--- config.mk ---
export PLATFORM = sky130hd
export DESIGN_NAME = clp_core_power
export DESIGN_NICKNAME = d
export VERILOG_FILES = /design/src/logic/clp_pkg.sv /design/src/logic/clp_halt_fsm.sv /design/src/logic/clp_timer.sv /design/src/logic/clp_core_power.sv
export VERILOG_INCLUDE_DIRS = /design/src /design/src/logic
export SDC_FILE = /design/constraint.sdc
export NUM_CORES = 1
export LEC_CHECK = 0
export ABC_AREA = 1
export BUFFER_PORTS_ARGS = -buffer_cell sky130_fd_sc_hd__buf_4
export CAP_MARGIN = 20
export CORE_MARGIN = 2
export CORE_UTILIZATION = 55
export DETAILED_ROUTE_END_ITERATION = 7
export PLACE_DENSITY = 0.85
export SYNTH_ARGS = -nofsm -noshare
export SYNTH_HDL_FRONTEND = slang
export SYNTH_HIERARCHICAL = 1
export SYNTH_SLANG_ARGS = --single-unit
--- constraint.sdc ---
create_clock -name hclk -period 2.8 [get_ports hclk]
set_input_delay 0.42 -clock hclk [delete_from_list [all_inputs] [get_ports hclk]]
set_output_delay 0.42 -clock hclk [all_outputs]
set_load 0.02 [all_outputs]
--- src/logic/clp_defines.svh ---
// Constants for the core low-power signalling block: register offsets, field positions, reset values.
// Assumes a single AHB-Lite slave with 32-bit data, one word per register.
//
// Behaviour
// RQ1 - Low power request output always equals status bit 27.
// RQ2 - Exception level output always equals status bit 1.
// RQ3 - Error level output always equals status bit 2.
// RQ4 - A taken interrupt, even while powered down, sets the exception level bit.
// RQ5 - Debug mode output is high while in debug mode, entered by a debug exception.
// RQ6 - External agent may slow clocks and power down on low power request.
// RQ7 - External agent may speed clocks on exception, error or debug indication.
// RQ8 - Halt instruction in memory stage with idle bus stops clocks, freezes pipeline.
// RQ9 - Halt with busy bus stalls pipeline until idle, then stops clocks.
// RQ10 - While halted, timer runs and interrupt, NMI, reset, debug inputs stay monitored.
// RQ11 - Enabled interrupt, NMI, debug interrupt or reset wakes the halted core.
// RQ12 - Sleep indicator stays high for the whole instruction-initiated low-power state.
// RQ13 - On wake, drop sleep and enable clocks before the pipeline advances.
`ifndef CLP_DEFINES_SVH
`define CLP_DEFINES_SVH

`define CLP_OFF_STATUS 12'h000
`define CLP_OFF_CTRL 12'h004
`define CLP_OFF_STATE 12'h008
`define CLP_OFF_TIMER 12'h00c

`define CLP_BIT_LOW_POWER 27
`define CLP_BIT_ERR_LVL 2
`define CLP_BIT_EXC_LVL 1
`define CLP_BIT_DBG 0
`define CLP_BIT_HALT 1

`define CLP_STATUS_RST 32'h0000_0004
`define CLP_STATUS_WMASK 32'h0800_ff06
`define CLP_IM_LSB 10

`endif

--- src/logic/clp_pkg.sv ---
// Types for the core low-power signalling block.
// Assumes the defines header is included by users that need offsets.
package clp_pkg;
  typedef enum logic [1:0] {
    CLP_RUN = 2'b00,
    CLP_STALL = 2'b01,
    CLP_SLEEP = 2'b10
  } clp_state_t;

  typedef struct packed {
    logic [5:0] irq;
    logic nmi;
    logic soft_reset;
    logic cold_reset;
    logic dint;
  } clp_wake_t;

  typedef struct packed {
    logic low_power_request;
    logic exception_level;
    logic error_level;
    logic debug_mode;
    logic sleep;
  } clp_power_t;
endpackage : clp_pkg

--- src/logic/clp_halt_fsm.sv ---
// Halt-until-event sequencer: waits for an idle bus, gates clocks, wakes on events.
// Assumes wake inputs are synchronous to hclk.
`timescale 1ns/1ps
`default_nettype none
module clp_halt_fsm
  import clp_pkg::*;
(
  input wire logic hclk,
  input wire logic hresetn,
  input wire logic halt_in_mem,
  input wire logic bus_busy,
  input wire logic wake,
  output clp_state_t state,
  output logic pipe_stall,
  output logic clock_enable,
  output logic sleep_out
);
  clp_state_t state_r;
  clp_state_t state_nxt;

  always_comb begin
    state_nxt = state_r;
    unique case (state_r)
      CLP_RUN: begin
        if (halt_in_mem && !wake) begin
          state_nxt = bus_busy ? CLP_STALL : CLP_SLEEP; // see RQ8 see RQ9
        end
      end
      CLP_STALL: begin
        if (wake) begin
          state_nxt = CLP_RUN;
        end else if (!bus_busy) begin
          state_nxt = CLP_SLEEP; // see RQ9
        end
      end
      CLP_SLEEP: begin
        if (wake) begin
          state_nxt = CLP_RUN; // see RQ11
        end
      end
      default: state_nxt = CLP_RUN;
    endcase
  end

  always_ff @(posedge hclk or negedge hresetn) begin
    if (!hresetn) begin
      state_r <= CLP_RUN;
    end else begin
      state_r <= state_nxt;
    end
  end

  assign state = state_r;
  assign pipe_stall = (state_r != CLP_RUN); // see RQ8 see RQ9
  // Clocks come back in the same cycle as the sleep flag drops.
  assign clock_enable = (state_r != CLP_SLEEP); // see RQ13
  assign sleep_out = (state_r == CLP_SLEEP); // see RQ12

  chk_sleep_wake_exit: assert property (@(posedge hclk) disable iff (!hresetn) // see RQ11
    (state_r == CLP_SLEEP && wake) |=> !sleep_out)
    else $error("sleep not left on wake");
  chk_stall_idle_sleep: assert property (@(posedge hclk) disable iff (!hresetn) // see RQ9
    (state_r == CLP_STALL && !bus_busy && !wake) |=> sleep_out)
    else $error("stall did not enter sleep on idle bus");
  chk_sleep_hold: assert property (@(posedge hclk) disable iff (!hresetn) // see RQ12
    (sleep_out && !wake) |=> sleep_out && !clock_enable)
    else $error("sleep dropped without wake");
  chk_busy_no_sleep: assert property (@(posedge hclk) disable iff (!hresetn) // see RQ9
    (state_r == CLP_RUN && halt_in_mem && bus_busy && !wake) |=> !sleep_out && pipe_stall)
    else $error("slept with busy bus");
endmodule : clp_halt_fsm
`default_nettype wire

--- src/logic/clp_timer.sv ---
// Free-running timer that keeps counting while the core clocks are gated.
// Assumes it sits on the ungated clock.
`timescale 1ns/1ps
`default_nettype none
module clp_timer (
  input wire logic hclk,
  input wire logic hresetn,
  output logic [31:0] count
);
  logic [31:0] count_r;

  always_ff @(posedge hclk or negedge hresetn) begin
    if (!hresetn) begin
      count_r <= 32'h0000_0000;
    end else begin
      count_r <= count_r + 32'h0000_0001; // see RQ10
    end
  end

  assign count = count_r;

  chk_timer_runs: assert property (@(posedge hclk) disable iff (!hresetn) // see RQ10
    $past(hresetn) |-> count_r == $past(count_r) + 32'h0000_0001)
    else $error("timer stopped");
endmodule : clp_timer
`default_nettype wire

--- src/logic/clp_core_power.sv ---
// Low-power signalling top: status bits, pin mirrors, debug mode and halt sleep, AHB-Lite slave.
// Assumes one AHB-Lite master, single word transfers, inputs synchronous to hclk.
//
// Design decisions made here: the register offsets and the AHB-Lite register port.
`timescale 1ns/1ps
`default_nettype none
`include "clp_defines.svh"
module clp_core_power
  import clp_pkg::*;
(
  input wire logic hclk,
  input wire logic hresetn,
  input wire logic hsel,
  input wire logic [11:0] haddr,
  input wire logic [1:0] htrans,
  input wire logic hwrite,
  input wire logic [2:0] hsize,
  input wire logic [31:0] hwdata,
  input wire logic hready,
  output logic [31:0] hrdata,
  output logic hreadyout,
  output logic hresp,
  input wire logic halt_in_mem,
  input wire logic bus_busy,
  input wire logic [5:0] interrupt_inputs,
  input wire logic nmi_in,
  input wire logic soft_reset_in,
  input wire logic cold_reset_in,
  input wire logic debug_interrupt_in,
  input wire logic error_event,
  input wire logic exception_return,
  input wire logic debug_return,
  output logic low_power_request_out,
  output logic exception_level_out,
  output logic error_level_out,
  output logic debug_mode_out,
  output logic sleep_indicator_out,
  output logic core_clock_enable,
  output logic pipeline_stall,
  output logic [31:0] timer_count
);
  logic [31:0] status_r;
  logic debug_r;
  logic wr_pend_r;
  logic [11:0] addr_r;
  logic [31:0] rdata_r;
  logic irq_take;
  logic dbg_take;
  logic wake;
  logic sw_wr;
  clp_wake_t wake_in;
  clp_state_t state;

  ////////////////////////////////////////////////////////////////////////////////
  // Event detection.

  assign wake_in = '{irq: interrupt_inputs, nmi: nmi_in, soft_reset: soft_reset_in,
                     cold_reset: cold_reset_in, dint: debug_interrupt_in};

  // An interrupt is taken when an unmasked line is high and no exception level, error level or debug mode is active.
  assign irq_take = (|(wake_in.irq & status_r[`CLP_IM_LSB +: 6])) && !status_r[`CLP_BIT_EXC_LVL] &&
                    !status_r[`CLP_BIT_ERR_LVL] && !debug_r; // see RQ4
  assign dbg_take = wake_in.dint && !debug_r; // see RQ5
  assign wake = irq_take || wake_in.nmi || wake_in.soft_reset || wake_in.cold_reset ||
                dbg_take; // see RQ10 see RQ11

  ////////////////////////////////////////////////////////////////////////////////
  // Sleep sequencer and timer.

  clp_halt_fsm u_fsm (
    .hclk(hclk),
    .hresetn(hresetn),
    .halt_in_mem(halt_in_mem),
    .bus_busy(bus_busy),
    .wake(wake),
    .state(state),
    .pipe_stall(pipeline_stall),
    .clock_enable(core_clock_enable),
    .sleep_out(sleep_indicator_out)
  );

  clp_timer u_timer (
    .hclk(hclk),
    .hresetn(hresetn),
    .count(timer_count)
  );

  ////////////////////////////////////////////////////////////////////////////////
  // AHB-Lite slave: zero wait states, always OKAY.

  assign hreadyout = 1'b1;
  assign hresp = 1'b0;

  always_ff @(posedge hclk or negedge hresetn) begin
    if (!hresetn) begin
      wr_pend_r <= 1'b0;
      addr_r <= 12'h000;
    end else if (hready) begin
      wr_pend_r <= hsel && htrans[1] && hwrite;
      addr_r <= haddr;
    end
  end

  assign sw_wr = wr_pend_r && (addr_r == `CLP_OFF_STATUS);

  always_ff @(posedge hclk or negedge hresetn) begin
    if (!hresetn) begin
      rdata_r <= 32'h0000_0000;
    end else if (hready && hsel && htrans[1] && !hwrite) begin
      unique case (haddr)
        `CLP_OFF_STATUS: rdata_r <= status_r;
        `CLP_OFF_CTRL: rdata_r <= {31'h0000_0000, debug_r};
        `CLP_OFF_STATE: rdata_r <= {30'h0000_0000, state};
        `CLP_OFF_TIMER: rdata_r <= timer_count;
        default: rdata_r <= 32'h0000_0000;
      endcase
    end
  end

  assign hrdata = rdata_r;

  ////////////////////////////////////////////////////////////////////////////////
  // Status register; hardware set wins over a software write.

  always_ff @(posedge hclk or negedge hresetn) begin
    if (!hresetn) begin
      status_r <= `CLP_STATUS_RST;
    end else begin
      if (sw_wr) begin
        status_r <= (status_r & ~`CLP_STATUS_WMASK) | (hwdata & `CLP_STATUS_WMASK);
      end else if (exception_return) begin
        status_r[`CLP_BIT_EXC_LVL] <= 1'b0;
        status_r[`CLP_BIT_ERR_LVL] <= 1'b0;
      end
      if (irq_take) begin
        status_r[`CLP_BIT_EXC_LVL] <= 1'b1; // see RQ4
      end
      if (error_event || wake_in.nmi || wake_in.soft_reset || wake_in.cold_reset) begin
        status_r[`CLP_BIT_ERR_LVL] <= 1'b1;
      end
    end
  end

  always_ff @(posedge hclk or negedge hresetn) begin
    if (!hresetn) begin
      debug_r <= 1'b0;
    end else if (dbg_take) begin
      debug_r <= 1'b1; // see RQ5
    end else if (debug_return) begin
      debug_r <= 1'b0;
    end
  end

  ////////////////////////////////////////////////////////////////////////////////
  // Power signalling pins.

  assign low_power_request_out = status_r[`CLP_BIT_LOW_POWER]; // see RQ1
  assign exception_level_out = status_r[`CLP_BIT_EXC_LVL]; // see RQ2
  assign error_level_out = status_r[`CLP_BIT_ERR_LVL]; // see RQ3
  assign debug_mode_out = debug_r; // see RQ5

  chk_rp_mirror: assert property (@(posedge hclk) disable iff (!hresetn) // see RQ1
    (sw_wr && !error_event) |=> low_power_request_out == $past(hwdata[`CLP_BIT_LOW_POWER]))
    else $error("low power request does not follow bit 27");
  chk_irq_sets_exl: assert property (@(posedge hclk) disable iff (!hresetn) // see RQ4
    irq_take |=> exception_level_out)
    else $error("interrupt did not raise exception level");
  chk_exl_follows: assert property (@(posedge hclk) disable iff (!hresetn) // see RQ2
    (exception_return && !sw_wr && !irq_take) |=> !exception_level_out)
    else $error("exception level output did not clear");
  chk_erl_sets: assert property (@(posedge hclk) disable iff (!hresetn) // see RQ3
    error_event |=> error_level_out)
    else $error("error level output not raised");
  chk_debug_entry: assert property (@(posedge hclk) disable iff (!hresetn) // see RQ5
    dbg_take |=> $rose(debug_mode_out))
    else $error("debug mode not entered");
  chk_wake_clocks: assert property (@(posedge hclk) disable iff (!hresetn) // see RQ13
    (sleep_indicator_out && wake) |=> core_clock_enable && !sleep_indicator_out)
    else $error("clocks not restored on wake");
endmodule : clp_core_power
`default_nettype wire

======== Yosys cells after proc, flatten, opt, wreduce, memory -nomap -nowiden ========
Index checks and enable logic that the tools add are counted.
storage, ports and cells
  register bits after elaboration ......... 112
  output and inout bits ................... 73
  logic and storage cells ................. 66
  bits of input ports ..................... 69
cells by class
  add/sub/neg operators ................... 1
  bitwise gates (word level) .............. 2
  eq/ne operators ......................... 9
  reductions and logical operators ........ 32
  muxes and demuxes ....................... 13
operators by type and width
  cell                                                   count
  case mux 32 bit (4 select lines)                       1
  adder 32 x 1 -> 32 bit, second input constant          1
  bitwise OR 32 x 28 -> 32 bit                           1
  == test 12 x 4 -> 1 bit, second input constant         2
  zero test 12 bit                                       2
  2-to-1 mux 2 bit                                       7
  == test 12 x 3 -> 1 bit, second input constant         1
  logical AND 1 bit                                      11
  logical OR 1 bit                                       7
  bitwise AND 6 bit                                      1
  case mux 2 bit (3 select lines)                        1
  nonzero test 3 bit                                     2
  OR reduction 6 bit                                     1
  zero test 1 bit                                        5
  2-to-1 mux 1 bit                                       4
  inequality test 2 x 1 -> 1 bit, second input constant  2
  nonzero test 2 bit                                     2
  inequality test 3 x 2 -> 1 bit, second input constant  1
  AND reduction 3 bit                                    1
  == test 2 x 1 -> 1 bit, second input constant          1
  == test 2 bit, second input constant                   1
  zero test 2 bit                                        1
  inequality test 2 bit, second input constant           1

======== Logic depth before layout (Yosys ltp) ========
Gate-level depths: netlist of the first run.
  word-level depth ........................ 13
  depth in mapped cells ................... 9
  depth with buffers taken out ............ 9

======== Modules after synthesis ========
Netlist of the first run, hierarchy kept.
by module, submodules not included
  module          sequential area each (sq um)  cells an instance  area an instance (sq um)  instances
  clp_core_power  1427.6                        326                2575.0                    1
  clp_timer       800.8                         221                1788.0                    1
  clp_halt_fsm    50.0                          18                 113.9                     1

======== Least setup slack after synthesis of the first run ========
OpenSTA, ideal clock, no wires.
  path kind ............................... register to register
  start ................................... reg u_timer.count_r[1], in the netlist u_timer/count[1]
  end ..................................... reg u_timer.count_r[20], in the netlist u_timer/count[20]
  path buffers ............................ 0
  setup time .............................. 118 ps
  cell stages (with the launch flop) ...... 9
  slack ................................... 1329 ps
  clock period less this slack ............ 1471 ps
  required time ........................... 2682 ps
  arrival ................................. 1353 ps
  path through ............................ dfrtp_1 ha_1 nand2_2 nor2_8 nand2_4 nor2_8 nand2_1 nand2_1 nand2_1
between the ends
  word-level cells in the longest chain between the ends .. 1
ends and longest elaborated chain
  element                 line             text
  start, declared         clp_timer.sv:10  logic [31:0] count_r;
  start signal, assigned  clp_timer.sv:16  count_r <= count_r + 32'h0000_0001;
  adder 32 x 1 -> 32 bit  clp_timer.sv:16
Every way passes these cells.
A chain may end at the register's enable or synchronous reset.

======== Final worst setup path of the first run ========
  start ................................... in haddr[1]
  end ..................................... reg rdata_r[18], in the netlist hrdata[18]
between the ends
  word-level cells in the longest chain between the ends .. 2
  elaborated cells on any way between the ends .. 5
  those cells by class .................... eq/ne: 3; mux: 1; reduce/logical: 1
ends and longest elaborated chain
  element                                          line                   text
  start, declared                                  clp_core_power.sv:14   input wire logic [11:0] haddr,
  == test 12 x 4 -> 1 bit (tied with other cells)  clp_core_power.sv:110  unique case (haddr)
  case mux 32 bit (4 select lines) (*)             clp_core_power.sv:110
  end signal, assigned                             clp_core_power.sv:111  `CLP_OFF_STATUS: rdata_r <= status_r;
  end signal, assigned                             clp_core_power.sv:112  `CLP_OFF_CTRL: rdata_r <= {31'h0000_0000, debug_r};
  end signal, assigned                             clp_core_power.sv:113  `CLP_OFF_STATE: rdata_r <= {30'h0000_0000, state};
  end, declared                                    clp_core_power.sv:46   logic [31:0] rdata_r;
Mark *: on every way between the ends. The rest lies on a longest branch, timed or not.

==> results of run 1 <==
## cells in the mapped netlist (2+ instances only)
cell	n	area share, %
nor2_2	9	1.3
nor2_8	3	1.3
nor2_1	39	3.3
buf_4	2	0.34
nand3b_1	8	1.3
nand3_1	54	6.0
buf_2	5	0.56
nand2_2	4	0.56
dfrtp_1	90	50
xnor2_1	5	0.98
nand2_1	244	20
buf_6	2	0.50
conb_1	2	0.17
nand4_1	3	0.42
inv_1	41	3.4
clkbuf_1	8	0.67
o21ai_0	15	1.7
xor2_1	8	1.6
nor3_1	3	0.34
xor2_2	2	0.73
inv_2	2	0.17
nand2_4	3	0.75
nor2_4	6	1.5
## layer usage
layer	wire length, µm	vias to the layer above
met4	288	0
met2	5480	152
met1	4900	1985
met5	0	-
li1	-	1988
met3	607	26
## logic make-up (layout without fill, tap and decap cells)
kind of cell | after synthesis | count (layout) | share of synthesized area [%]
other | 2 | 2 | 0.168
and+or+nand+nor | 379 | 379 | 37.8
DFF | 91 | 91 | 50.9
AOI/OAI and AO/OA | 17 | 17 | 1.93
buffers and inverters | 60 | 179 | 5.67
adders and majority gates | 1 | 1 | 0.279
xor gates and xnor gates | 15 | 15 | 3.27
## state kept, by name, indices dropped and copies added (netlist names)
register        count
u_timer/count      32
debug_mode_out      1
status_r           11
hrdata             32
u_fsm/state         2
addr_r             12
wr_pend_r           1
## worst max-delay path, delay by kind of cell
kind / cells / cell delay, ps
buf+inv: 2 / 310
simple gates: 6 / 1330
## power breakdown
| group | switching [µW] | internal, µW |
|---|---|---|
| combinational | 147 | 98.9 |
| sequential | 20.4 | 1340 |
| clock | 441 | 462 |
| total | 608 | 1900 |
## metrics by stage
step,cells,total power (µW)
after global placement,770,1620
after detailed placement,770,1640
after global routing,786,2600
final,786,2510
after CTS,786,2520
after floorplan,565,1500
## final timing paths
| kind | from | to | depth (start not counted) |
|---|---|---|---|
| setup / recovery | haddr[1] | hrdata[18] | 8 |
| hold / removal | hresetn | status_r[14] | 1 |
| setup reg to reg | u_timer/count[0] | u_timer/count[20] | 8 |
| hold reg to reg | status_r[9] | status_r[9] | 2 |
| max in group asynchronous | hresetn | status_r[2] | 2 |
| min in group hclk | debug_return | debug_mode_out | 2 |
## layout by cell type (no fill, tap or decap)
| cell | netlist | layout |
|---|---|---|
| nand2_1 | 244 | 244 |
| buf_4 | 2 | 119 |
| dfrtp_1 | 90 | 90 |
| nand3_1 | 54 | 54 |
| inv_1 | 41 | 41 |
| nor2_1 | 39 | 39 |
| o21ai_0 | 15 | 15 |
| clkbuf_8 | 0 | 11 |
| nor2_2 | 9 | 9 |
| nand3b_1 | 8 | 8 |
| xor2_1 | 8 | 8 |
| nor2_4 | 6 | 6 |
| xnor2_1 | 5 | 5 |
| nand2_2 | 4 | 4 |
| nor3_1 | 3 | 3 |
| nand4_1 | 3 | 3 |
| clkbuf_1 | 8 | 3 |
| nand2_4 | 3 | 3 |
| nor2_8 | 3 | 3 |
| inv_2 | 2 | 2 |
| conb_1 | 2 | 2 |
| xor2_2 | 2 | 2 |
| nand3_2 | 1 | 1 |
| and3_1 | 1 | 1 |
| o22ai_1 | 1 | 1 |
| nor4_1 | 1 | 1 |
| clkinv_2 | 0 | 1 |
| bufinv_16 | 0 | 1 |
| buf_12 | 0 | 1 |
| dfstp_2 | 1 | 1 |
| a21oi_1 | 1 | 1 |
| ha_1 | 1 | 1 |
## layout make-up
type | count | area, µm² | area share (%)
flip-flops and latches | 91 | 2280 | 40.5
repair buffers | 120 | 913 | 16.2
inverters | 43 | 161 | 2.87
clock buffers | 14 | 163 | 2.89
well taps | 102 | 128 | 2.27
clock inverters | 2 | 35.0 | 0.623
multi-input cells | 414 | 1940 | 34.6
==> results.toml, run 1 <==
[global_route]
grt-busiest-layer = "met2"
overflow = 0
met1_usage_pct = 34.5
antenna_found_initial = 0
met3_usage_pct = 3.53
grt_usage_pct = 26.7
grt_pass1_vias = 3970
use_met2_pct = 44.7
grt_pass1_wl_mm = 18.4
grt_max_degree = 56

[synthesis]
synth-edff-count = 0
synth_fp_nets = 635
yosys_warnings = 6
syn_area_um2 = 4480
synth_ff_type = "dfrtp_1"
async_reset_ff_share_pct = 100
synth-seq-cells = 91
netlist_instances = 565
yosysSeqAreaShare_pct = 50.9
yosysUniqueCellTypes = 30
syn_avg_cell_area_um2 = 7.92

[sta]
hold_viol = 0
fin_ws_ps = 1030
fin_setup_tns_ps = 0
relSlewSlack_pct = 45.5
worst_pin_slew_ps = 817
setup_violations = 0
finalClockSkew_ps = 9.81
drv_slew = 0
hold_ws_ps = 18.5
period_needed_ps = 1770
rsz0062_at_grt = "no"
fin_crit_sh_pct = 63.2
fmax_mhz = 565

[finish]
fin_nets = 749
fin_area_um2 = 5620
fillers = 596
antennaDiodeCount = 0
final_util_pct = 72.0
drive_above_1_share_pct = 24.0
syn2layout_area_growth_pct = 25.6

[floorplanning]
core_um2 = 7810
die_w_um = 94.2
die_h_um = 94.2
start_util_pct = 57.3
std_cell_rows = 32
num_io_pins = 142
die_area_um2 = 8880

[cts]
clk_latency_ps = 360
cts_buffers = 9
postCtsResizedCells = 0
clockRootBuffer = "clkbuf_8"
cts_max_path_buffers = 2
htree_levels = 3
cts_tree = "built"
cts_hold_buf = 0
clkTransAtPathRegs_ps = 80
cts_setup_buffers = 0
cts.sinks = 91

[critical_path]
path_class = "input pin to flip-flop"
cpMaxStageDelayCell = "and3_1"
rrSetupSlack_ps = 1320
start_kind = "input pin"
cp_max_fo = 20
end_kind = "flip-flop"
critical-path-top-cell-by-count = "nand2_1"
slowest_delay_ps = 710
required_ps = 3090
crit_arrival_ps = 2060
cp_cell_sequence = "buf_4 > nor2_2 > nand2_1 > nor2_2 > buf_4 > and3_1 > nand2_1 > nand2_1"

[detailed_routing]
vias = 4151
vias_per_cell = 5.28
routedWlPerCell_um = 14.3
first_pass_iters = 5
first_iter_violations = 216
final_antenna_net_count = 0
drc = 0
wirelength_mm = 11.3

[power]
ir_worst_vdd_mv = 0.223
power_density_nw_per_um2 = 447
power_leakage_uw = 0.00308

[status]
status = "finished clean"

[place]
port-buffer-count = 114
pre_cts_ws_ps = 721
postPlaceCellArea_um2 = 5430
gp_congestion = 0.890
hpwl_mm = 8.29

[hold_path]
hp-class = "input pin to async pin"

[flow_run]
drv_cap = 0
No activity file was read; power rests on OpenSTA's default activity.
==> inputs of run 2 (changes only) <==
--- a/config.mk
+++ b/config.mk
@@ -10,9 +10,9 @@
 export BUFFER_PORTS_ARGS = -buffer_cell sky130_fd_sc_hd__buf_4
 export CAP_MARGIN = 20
 export CORE_MARGIN = 2
-export CORE_UTILIZATION = 55
+export CORE_UTILIZATION = 46
 export DETAILED_ROUTE_END_ITERATION = 7
-export PLACE_DENSITY = 0.85
+export PLACE_DENSITY = 0.76
 export SYNTH_ARGS = -nofsm -noshare
 export SYNTH_HDL_FRONTEND = slang
 export SYNTH_HIERARCHICAL = 1
==> constraint.sdc (replaced) <==
create_clock -name hclk -period 1.6 [get_ports hclk]
set_input_delay 0.24 -clock hclk [delete_from_list [all_inputs] [get_ports hclk]]
set_output_delay 0.24 -clock hclk [all_outputs]
set_load 0.02 [all_outputs]
==> results.toml, run 2 (same netlist as run 1, synthesis figures left out) <==
[flow_run]
drv_cap = 0

[place]
hpwl_mm = 7.93
port-buffer-count = 114
dp_cells = 805
pre_cts_ws_ps = 135
gp_congestion = 0.890

[floorplanning]
std_cell_rows = 36
start_util_pct = 46.7
die_h_um = 103
num_io_pins = 142
core_um2 = 9590
die_area_um2 = 10500
die_w_um = 103

[critical_path]
path_class = "flip-flop to flip-flop"
required_ps = 1850
r2r_start = "u_timer/count[1]"
startpoint = "u_timer/count[1]"
crit_arrival_ps = 1720
end_kind = "flip-flop"
start_kind = "flip-flop"
cp_max_fo = 4
rrSetupSlack_ps = 140
timing.rr.end = "u_timer/count[18]"
rr_worst_depth = 6

[power]
power.total_uw = 4280
switching_power_uw = 1060
power_leakage_uw = 0.00310
switching_share_pct = 24.7
power_density_nw_per_um2 = 752
ir_worst_vdd_mv = 0.640
p_seq_share_pct = 55.9
p_comb_share_pct = 9.9
internal-power_uw = 3220
clkPwrFrac_pct = 34.2

[detailed_routing]
wirelength_mm = 10.6
vias_per_cell = 4.87
final_antenna_net_count = 0
routedWlPerCell_um = 12.9
vias = 4001
first_pass_iters = 4
drc = 0
first_iter_violations = 168

[cts]
htree_levels = 3
cts_buffers = 9
cts_tree = "built"
cts.sinks = 91
clkTransAtPathRegs_ps = 80
clockRootBuffer = "clkbuf_8"
clk_latency_ps = 360
cts_max_path_buffers = 2

[sta]
fmax_mhz = 684
relSlewSlack_pct = 62.1
fin_crit_sh_pct = 91.4
hold_viol = 0
finalClockSkew_ps = 8.98
rsz0062_at_grt = "no"
fin_setup_tns_ps = 0
fin_ws_ps = 138
hold_ws_ps = 60.9
period_needed_ps = 1460
drv_slew = 0
worst_pin_slew_ps = 568
setup_violations = 0

[hold_path]
hp-class = "input pin to flip-flop"
hold_depth = 2
hold_path_end = "debug_mode_out"
worstHoldStart = "debug_return"

[global_route]
grt_max_degree = 92
grt_pass1_wl_mm = 17.5
grt_pass1_vias = 3619
antenna_found_initial = 0
grt_usage_pct = 21.6
overflow = 0

[finish]
layout.area.seq_um2 = 2280
final_cell_mix = "nand2_1 (244), buf_4 (123), dfrtp_1 (90)"
antennaDiodeCount = 0
stdcell_count = 822
fin_nets = 754
fillers = 877
layout_commonest_cell = "nand2_1"
multiInputGateArea_um2 = 1940
syn2layout_area_growth_pct = 27.0
drive_above_1_share_pct = 24.5

[status]
status = "finished clean"
run 2: cell types whose count changed in the layout (fill, tap and decap cells not counted):
cell and change:
buf_4 +4, clkbuf_8 +1, clkinv_2 +1, bufinv_16 -1, dlygate4sd3_1 +1, clkbuf_1 -1
run 2: timing repair:
item                                    4_1_cts  5_1_grt
resized for setup                             0        0
hold buffers                                  1        0
endpoints found under the hold margin        90        0
setup buffers                                 0        0
endpoints found under the setup margin        0        0
run 2: stage by stage:
| stage | instance area (µm²) | util [%] |
|---|---|---|
| 2_1_floorplan | 4480 | - |
| 3_3_place_gp | 5490 | 57.3 |
| 3_5_place_dp | 5490 | 57.3 |
| 4_1_cts | 5690 | 59.3 |
| 5_1_grt | 5690 | 59.3 |
| 6_report | 5690 | 59.3 |
run 2: critical path, stage by stage, from the launching register on:
cell and delay (ps):
dfrtp_1 410, ha_1 220, nand2_2 100, nor2_8 150
nand3b_1 190, o21ai_0 210, nand2_1 60
run 2: cell type report:
cell class / instances / share of cell area, %
flip-flops and latches: 91 / 40.1
repair buffers: 125 / 16.8
well taps: 133 / 2.93
inverters: 43 / 2.84
multi-input cells: 414 / 34.2
clock buffers: 14 / 3.04
clock inverters: 2 / 0.176
run 2: metal layers:
layer	GRT usage, %	part of all wire (%)	routed length (µm)
met2	34.5	49	5180
met1	28.5	43	4600
met4	8.41	2.2	229
met3	5.08	5.8	615
met5	0	0	0
run 2: power groups by stage:
stage / Clock [µW] / Combinational, µW / Sequential [µW]
floorplan: 0 / 190 / 2430
global placement: 0 / 409 / 2430
detailed placement: 0 / 424 / 2440
CTS: 1500 / 427 / 2390
global route: 1590 / 477 / 2400
finish: 1460 / 421 / 2390
run 2: worst max-delay path by stage:
stage | to | slack, ps | cells past startpoint
finish | u_timer/count[18] | 140 | 6
global route | status_r[1] | 7 | 6
CTS | u_timer/count[24] | 120 | 8
detailed placement | u_timer/count[24] | 140 | 8
global placement | u_timer/count[24] | 210 | 8
floorplan | u_timer/count[20] | 130 | 8
